$ cat src/core/ppp_consts.svh
/*
  Timing and decode constants for the printer parallel port.
  Assumes a 40 MHz system clock.
*/
`ifndef PPP_CONSTS_SVH
`define PPP_CONSTS_SVH

// ==========================================================
// Address decode
`define PPP_DEC_HI_MASK    24'hff0000
`define PPP_DEC_HI_VALUE   24'h620000
`define PPP_REG_SEL_LSB    4
`define PPP_REG_SEL_MSB    8

// ==========================================================
// Register selects
`define PPP_SEL_DATA_OUT   5'h00
`define PPP_SEL_STATUS_IN  5'h01
`define PPP_SEL_IRQ_CLEAR  5'h02
`define PPP_SEL_TIMER_LOAD 5'h03

// ==========================================================
// Interrupt levels
`define PPP_LEVEL_PORT     3'h1
`define PPP_LEVEL_TIMER    3'h6

// ==========================================================
// Output strobe timing
`define PPP_CLK_PERIOD_NS  25
`define PPP_STROBE_NS      100
`define PPP_STROBE_CYCLES  ((`PPP_STROBE_NS + `PPP_CLK_PERIOD_NS - 1) / `PPP_CLK_PERIOD_NS)
`define PPP_SETUP_NS       50
`define PPP_SETUP_CYCLES   ((`PPP_SETUP_NS + `PPP_CLK_PERIOD_NS - 1) / `PPP_CLK_PERIOD_NS)

// ==========================================================
// Reset values
`define PPP_DATA_RESET     8'h00
`define PPP_TIMER_RESET    16'h0000

`endif

$ cat src/core/ppp_pkg.sv
/*
  Types for the printer parallel port.
  Assumes ppp_consts.svh is available on the include path.
*/
package ppp_pkg;

  // ==========================================================
  // Bus cycle states
  typedef enum logic [3:0] {
    PPP_IDLE   = 4'b0001,
    PPP_ACCESS = 4'b0010,
    PPP_ACK    = 4'b0100,
    PPP_WAIT   = 4'b1000
  } ppp_bus_state_type;

endpackage : ppp_pkg

$ cat src/core/ppp_port.sv
/*
  Printer parallel port: chip select decode, bus acknowledge, output data
  port with strobe, input status port, port and timer interrupts, and
  autovector request during level-one interrupt acknowledge.
  Assumes CPU bus signals and printer pins are asynchronous to i_clk.
*/
// Overview of operation
// [RULE_01] Select only on supervisor access to 62XYYX, qualified by timing strobe.
// [RULE_02] One read-not-write line sets direction; no separate strobes.
// [RULE_03] Every addressed bus cycle gets a transfer acknowledge.
// [RULE_04] Port A fixed 8-bit output, port B fixed 8-bit input.
// [RULE_05] Input bit 7 busy/ready also feeds handshake input four.
// [RULE_06] Port interrupt goes to level one; timer interrupt to level six.
// [RULE_07] Printer ready high raises the port interrupt request.
// [RULE_08] Port request is encoded as level one on active-low priority lines.
// [RULE_09] Interrupt acknowledge at level one asserts the autovector request.
// [RULE_10] Processor fetches handler pointer at vector times four, low 1K.
// [RULE_11] Service routine writes one byte; port drives it to printer.
// [RULE_12] Pacing is one byte per printer ready, no fixed bit rate.
// [RULE_13] Handshake one is input strobe, handshake two output strobe.
// [RULE_14] Printer pulses accept acknowledge once a character is taken.
// [RULE_15] Output data holds until next write; request clears when serviced.
`timescale 1ns/1ps
`include "ppp_consts.svh"

module ppp_port
  import ppp_pkg::*;
#(
  parameter int unsigned STROBE_CYCLES = `PPP_STROBE_CYCLES,
  parameter int unsigned SETUP_CYCLES  = `PPP_SETUP_CYCLES
) (
  // Clock and reset
  input  wire logic        i_clk,
  input  wire logic        i_reset,
  // CPU bus
  input  wire logic [23:0] i_cpu_addr,
  input  wire logic        i_cpu_supervisor,
  input  wire logic        i_cpu_strobe_n,
  input  wire logic        i_cpu_read_not_write_n,
  input  wire logic        i_access_timing_strobe,
  input  wire logic        i_cpu_iack,
  input  wire logic [7:0]  i_cpu_wdata,
  output logic      [7:0]  o_cpu_rdata,
  output logic             o_port_chip_enable_n,
  output logic             o_port_transfer_ack_n,
  output logic             o_autovector_request_n,
  output logic      [2:0]  o_cpu_priority_lines_n,
  output logic             o_irq_level_one_n,
  output logic             o_irq_level_six_n,
  // Printer side
  input  wire logic [7:0]  i_status_port,
  input  wire logic        i_input_strobe_line,
  input  wire logic        i_printer_accept_ack_n,
  output logic      [7:0]  o_data_port,
  output logic             o_output_strobe_line_n,
  output logic             o_accept_seen
);

  // ==========================================================
  // Input synchronisers
  logic [7:0]  status_meta_reg;
  logic [7:0]  status_sync_reg;
  logic [27:0] bus_meta_reg;
  logic [27:0] bus_sync_reg;
  logic [1:0]  hs_meta_reg;
  logic [1:0]  hs_sync_reg;
  logic [1:0]  hs_prev_reg;
  logic [7:0]  wdata_meta_reg;
  logic [7:0]  wdata_sync_reg;

  always_ff @(posedge i_clk)
  begin
    status_meta_reg <= i_status_port;
    status_sync_reg <= status_meta_reg;
    bus_meta_reg    <= {i_cpu_addr, i_cpu_supervisor, i_cpu_strobe_n,
                        i_cpu_read_not_write_n, i_access_timing_strobe};
    bus_sync_reg    <= bus_meta_reg;
    hs_meta_reg     <= {i_printer_accept_ack_n, i_input_strobe_line};
    hs_sync_reg     <= hs_meta_reg;
    hs_prev_reg     <= hs_sync_reg;
    // Write data crosses with the strobe, so it gets the same two-flop delay
    wdata_meta_reg  <= i_cpu_wdata;
    wdata_sync_reg  <= wdata_meta_reg;
  end

  wire logic [23:0] addr_s       = bus_sync_reg[27:4];
  wire logic        super_s      = bus_sync_reg[3];
  wire logic        strobe_n_s   = bus_sync_reg[2];
  wire logic        rnw_s        = bus_sync_reg[1];
  wire logic        timing_s     = bus_sync_reg[0];
  wire logic [7:0]  wdata_s      = wdata_sync_reg;
  wire logic        iack_s;
  logic             iack_meta_reg;
  logic             iack_sync_reg;

  always_ff @(posedge i_clk)
  begin
    iack_meta_reg <= i_cpu_iack;
    iack_sync_reg <= iack_meta_reg;
  end
  assign iack_s = iack_sync_reg;

  // ==========================================================
  // Decode
  wire logic       addr_hit   = ((addr_s & `PPP_DEC_HI_MASK) == `PPP_DEC_HI_VALUE); // [RULE_01]
  wire logic       decode_en  = addr_hit && super_s && !strobe_n_s && !iack_s;     // [RULE_01]
  wire logic       select     = decode_en && timing_s;                              // [RULE_01]
  wire logic [4:0] reg_sel    = addr_s[`PPP_REG_SEL_MSB:`PPP_REG_SEL_LSB];
  // Read-not-write is the sole direction signal
  wire logic       is_read    = rnw_s;                                              // [RULE_02]
  wire logic       ready_bit  = status_sync_reg[7];
  // Handshake input four is the same printer ready line as bit 7
  wire logic       hs_four    = ready_bit;                                          // [RULE_05]
  wire logic       in_strobe_rise = hs_sync_reg[0] && !hs_prev_reg[0];              // [RULE_13]
  wire logic       accept_fall    = !hs_sync_reg[1] && hs_prev_reg[1];

  // ==========================================================
  // Bus cycle sequencer
  ppp_bus_state_type state_reg;
  ppp_bus_state_type state_next;

  always_comb
  begin
    state_next = state_reg;
    case (state_reg)
      PPP_IDLE:   if (select) state_next = PPP_ACCESS;
      PPP_ACCESS: state_next = PPP_ACK;
      PPP_ACK:    state_next = PPP_WAIT;
      PPP_WAIT:   if (strobe_n_s) state_next = PPP_IDLE;
      default:    state_next = PPP_IDLE;
    endcase
  end

  wire logic do_access = (state_reg == PPP_ACCESS);
  wire logic do_write  = do_access && !is_read;
  wire logic do_read   = do_access && is_read;

  // ==========================================================
  // Port state
  logic [7:0]  data_reg;
  logic [7:0]  latched_in_reg;
  logic        hs_four_prev_reg;
  logic        port_irq_reg;
  logic [15:0] timer_load_reg;
  logic [15:0] timer_cnt_reg;
  logic        timer_irq_reg;
  logic [3:0]  strobe_cnt_reg;
  logic        strobe_busy_reg;

  wire logic ready_rise  = hs_four && !hs_four_prev_reg;                         // [RULE_07]
  wire logic irq_clear   = do_write && (reg_sel == `PPP_SEL_IRQ_CLEAR ||
                                        reg_sel == `PPP_SEL_DATA_OUT);          // [RULE_15]
  wire logic timer_clear = do_write && (reg_sel == `PPP_SEL_TIMER_LOAD);
  wire logic timer_wrap  = (timer_load_reg != `PPP_TIMER_RESET) &&
                           (timer_cnt_reg == 16'h0000);
  wire logic start_strobe = do_write && (reg_sel == `PPP_SEL_DATA_OUT);         // [RULE_11]
  wire logic [3:0] strobe_total = 4'(SETUP_CYCLES + STROBE_CYCLES);

  always_ff @(posedge i_clk)
  begin
    if (i_reset)
    begin
      state_reg        <= PPP_IDLE;
      data_reg         <= `PPP_DATA_RESET;
      latched_in_reg   <= 8'h00;
      hs_four_prev_reg <= 1'b0;
      port_irq_reg     <= 1'b0;
      timer_load_reg   <= `PPP_TIMER_RESET;
      timer_cnt_reg    <= `PPP_TIMER_RESET;
      timer_irq_reg    <= 1'b0;
      strobe_cnt_reg   <= 4'h0;
      strobe_busy_reg  <= 1'b0;
    end
    else
    begin
      state_reg        <= state_next;
      hs_four_prev_reg <= hs_four;
      // Output byte holds until software writes again
      if (start_strobe)
        data_reg <= wdata_s;                                                      // [RULE_15]
      if (in_strobe_rise)
        latched_in_reg <= status_sync_reg;                                        // [RULE_13]
      // Set beats clear so a ready edge during service is not lost
      if (ready_rise)
        port_irq_reg <= 1'b1;                                                     // [RULE_07]
      else if (irq_clear)
        port_irq_reg <= 1'b0;                                                     // [RULE_15]
      if (timer_clear)
      begin
        timer_load_reg <= {timer_load_reg[7:0], wdata_s};
        timer_cnt_reg  <= {timer_load_reg[7:0], wdata_s};
      end
      else if (timer_wrap)
        timer_cnt_reg <= timer_load_reg;
      else if (timer_cnt_reg != 16'h0000)
        timer_cnt_reg <= timer_cnt_reg - 16'h0001;
      // Set beats clear so a wrap during the clearing write is not lost
      if (timer_wrap)
        timer_irq_reg <= 1'b1;                                                    // [RULE_06]
      else if (timer_clear)
        timer_irq_reg <= 1'b0;
      // One strobe per written byte; pacing left to software
      if (start_strobe)
      begin
        strobe_busy_reg <= 1'b1;                                                  // [RULE_12]
        strobe_cnt_reg  <= 4'h0;
      end
      else if (strobe_busy_reg)
      begin
        strobe_cnt_reg <= strobe_cnt_reg + 4'h1;
        if (strobe_cnt_reg == strobe_total)
          strobe_busy_reg <= 1'b0;
      end
    end
  end

  // ==========================================================
  // Registered outputs
  wire logic [7:0] read_mux = (reg_sel == `PPP_SEL_STATUS_IN) ? status_sync_reg :
                              (reg_sel == `PPP_SEL_DATA_OUT)  ? data_reg :
                              (reg_sel == `PPP_SEL_IRQ_CLEAR) ? latched_in_reg :
                              8'h00;
  // Strobe waits out data setup before going low
  wire logic strobe_low = strobe_busy_reg &&
                          (strobe_cnt_reg >= 4'(SETUP_CYCLES)) &&
                          (strobe_cnt_reg < strobe_total);                        // [RULE_13]
  wire logic iack_lvl_one = iack_s && !strobe_n_s &&
                            (addr_s[3:1] == `PPP_LEVEL_PORT);                     // [RULE_09]
  // Highest active level wins on the encoded priority lines
  wire logic [2:0] level_code = timer_irq_reg ? `PPP_LEVEL_TIMER :
                                port_irq_reg  ? `PPP_LEVEL_PORT : 3'h0;          // [RULE_08]

  always_ff @(posedge i_clk)
  begin
    if (i_reset)
    begin
      o_cpu_rdata            <= 8'h00;
      o_port_chip_enable_n   <= 1'b1;
      o_port_transfer_ack_n  <= 1'b1;
      o_autovector_request_n <= 1'b1;
      o_cpu_priority_lines_n <= 3'h7;
      o_irq_level_one_n      <= 1'b1;
      o_irq_level_six_n      <= 1'b1;
      o_data_port            <= `PPP_DATA_RESET;
      o_output_strobe_line_n <= 1'b1;
      o_accept_seen          <= 1'b0;
    end
    else
    begin
      if (do_read)
        o_cpu_rdata <= read_mux;                                                  // [RULE_04]
      o_port_chip_enable_n   <= !(state_reg != PPP_IDLE && !strobe_n_s);         // [RULE_01]
      o_port_transfer_ack_n  <= !((state_reg == PPP_ACK || state_reg == PPP_WAIT)
                                  && !strobe_n_s);                               // [RULE_03]
      o_autovector_request_n <= !iack_lvl_one;                                    // [RULE_09]
      o_cpu_priority_lines_n <= ~level_code;                                      // [RULE_08]
      o_irq_level_one_n      <= !port_irq_reg;                                    // [RULE_06]
      o_irq_level_six_n      <= !timer_irq_reg;                                   // [RULE_06]
      o_data_port            <= data_reg;                                         // [RULE_04]
      o_output_strobe_line_n <= !strobe_low;                                      // [RULE_13]
      o_accept_seen          <= accept_fall;
    end
  end
endmodule : ppp_port

$ cat config.mk
export PLATFORM = sky130hd
export DESIGN_NAME = ppp_port
export DESIGN_NICKNAME = d
export VERILOG_FILES = /design/src/core/ppp_pkg.sv /design/src/core/ppp_port.sv
export VERILOG_INCLUDE_DIRS = /design/src /design/src/core
export SDC_FILE = /design/constraint.sdc
export NUM_CORES = 1
export LEC_CHECK = 0
export ABC_AREA = 1
export BUFFER_PORTS_ARGS = -buffer_cell sky130_fd_sc_hd__buf_2
export CAP_MARGIN = 30
export CORE_MARGIN = 2
export CORE_UTILIZATION = 60
export DETAILED_ROUTE_END_ITERATION = 8
export HOLD_SLACK_MARGIN = 0.15
export PLACE_DENSITY = 0.83
export SETUP_SLACK_MARGIN = 0.3
export SLEW_MARGIN = 30
export SYNTH_ARGS = -nofsm -noshare
export SYNTH_HDL_FRONTEND = slang
export SYNTH_SLANG_ARGS = --single-unit
$ cat constraint.sdc
create_clock -name i_clk -period 3.3 [get_ports i_clk]
set_clock_uncertainty 0.05 [all_clocks]
set_input_delay 0.495 -clock i_clk [delete_from_list [all_inputs] [get_ports i_clk]]
set_output_delay 0.495 -clock i_clk [all_outputs]
set_load 0.02 [all_outputs]
==> qor.yml <==
antenna_cells: 0
port_buffers: 66
drt-pass1-iter-count: 5
yosysTopAreaCell: "dfxtp_1"
area_growth_pct: 24.4
grt_pass1_wl_mm: 24.6
routed_wl_mm: 15.1
powerDensity_nw_per_um2: 739
cap_violations: 0
seqCellArea_um2: 3280
worst_slack_ps: 1070
grt_pass1_vias: 4828
postCtsSetupRepairBufs: 0
synthCells: 619
rsz0062_at_grt: "false"
start_util_pct: 62.4
ir_drop_v: 0.000615
cp-end-kind: "register"
cp_max_fo: 27
ant_nets: 0
synth_area_leaders: "dfxtp_1, nand2_1, nor2_1"
synth_ff_type: "dfxtp_1"
ys_seq_area_share_pct: 59.8
synth_edf_count: 0
hold_class: "reg2reg"
vias_per_cell: 5.63
nets: 779
drive_gt1_share_pct: 18.0
place_congestion: 0.903
ys_top_cells_by_count: "dfxtp_1, nand2_1, nor2_1"
drt_iter0_drc: 411
synth_nets: 671
tns_ps: 0
hpwl_mm: 7.88
cts_sinks: 164
fillers: 497
antenna_found_initial: 0
cts_htree_levels: 4
cts_root_buf: "clkbuf_8"
async_flop_share_pct: 0
yosys_register_bits: 164
die_x_um: 99.7
synth.avg_cell_area_um2: 8.88
synth_top_area_share_pct: 59.8
cp.required_ps: 3700
fmax_mhz: 449
synth_warnings: 0
core-area_um2: 8810
maxSlewHeadroom_pct: 39.1
power.leakage_uw: 0.00298
grt_usage_pct: 32.3
worst_pin_slew_ps: 906
crit_type: "reg2reg"
clk_latency_ps: 530
detail_route.wl_per_cell_um: 17.9
std_cell_rows: 34
ys_types: 38
dpl_cell_area_um2: 5870
place_ws_ps: 1210
setup.worst_path.start_class: "register"
drv_slew: 0
synth_area_um2: 5490
hold_viol_final: 0
die-area_um2: 9940
clockBufferDepth: 2
status: "completed"
clk_pin_slew_ps: 70
fin_crit_sh_pct: 67.5
cts_buffers: 17
drcViolationCount: 0
vias: 4766
multi_input_area_um2: 1860
die_h_um: 99.7
yosysMostFrequentCell: "dfxtp_1"
ioPinCount: 75
worstPathArrival_ps: 2630
finalInstanceArea_um2: 6840
period_minus_slack_ps: 2230
overflow: 0
grt_start_max_net_pins: 34
total_power_uw: 5050
cts_tree: "done"
setup-violations-final: 0
[cell type report]
class	instances	area share (%)
Timing Repair Buffer	107	10.8
Clock inverter	12	2.16
Multi-Input combinational cell	373	27.3
Tap cell	108	1.98
Inverter	64	3.55
Clock buffer	18	6.26
Sequential cell	164	48.0
[final timing paths]
kind,to,slack (ps),depth (start not counted),start
min reg2reg,bus_sync_reg[26],280,0,bus_meta_reg[26]
max,timer_cnt_reg[8],1070,8,bus_sync_reg[9]
min,bus_sync_reg[26],280,0,bus_meta_reg[26]
max reg2reg,timer_cnt_reg[8],1070,8,bus_sync_reg[9]
[cell usage in the layout (no fill, tap or decap), drive strengths merged]
master         n
xor2           6
xnor2          2
bufinv         2
inv           69
o21a           3
a21oi         43
clkinvlp       2
clkbuf        18
nor3b          1
nor3           1
nand4          4
nand2        124
o32ai          1
a31oi          1
ha             3
buf           68
and2           1
nor4           5
a41oi          8
dfxtp        164
clkinv         3
o311ai         1
dlygate4sd3   39
nand3         49
or2            3
o21ai         29
nor2          88
[critical path, cell delays in order (launching register included)]
cell     delay [ps]
dfxtp_1         630
nand2_1         150
inv_1            90
nand3_1         170
nor2_8          320
inv_4           190
nand3_4         200
nand2_4         170
a21oi_1         170
[power breakdown]
part	total [uW]	switching [uW]	internal, uW
registers	2200	85.4	2110
clock network	1950	840	1110
logic	909	565	343
total	5050	1490	3560
[timing repair]
item	4_1_cts	5_1_grt
endpoints found under the hold margin	39	0
gates resized for setup	0	0
hold buffers	39	0
[layer usage]
layer	wire length, um	track usage, %
met1	5690	36.4
met2	7710	56.4
met3	973	7.94
met4	754	16.9
met5	0	0
[stage by stage]
stage | util [%] | hold slack, ps | instances
after floorplan | - | 260 | 619
after global placement | 66.7 | 261 | 777
after detailed placement | 66.7 | 262 | 777
after CTS | 77.6 | 278 | 846
after global routing | 77.6 | 283 | 846
final | 77.6 | 279 | 846
[cells by family (layout without fill, tap and decap cells)]
family | count (synthesis) | count (layout) | share of synthesized area, %
and+or+nand+nor | 276 | 276 | 22.8
buffers and inverters | 82 | 201 | 6.31
DFF | 164 | 164 | 59.8
AOI/OAI and AO/OA | 86 | 86 | 9.22
xor gates and xnor gates | 8 | 8 | 1.28
adders and majority gates | 3 | 3 | 0.683
(Power assumes the default switching activity.)
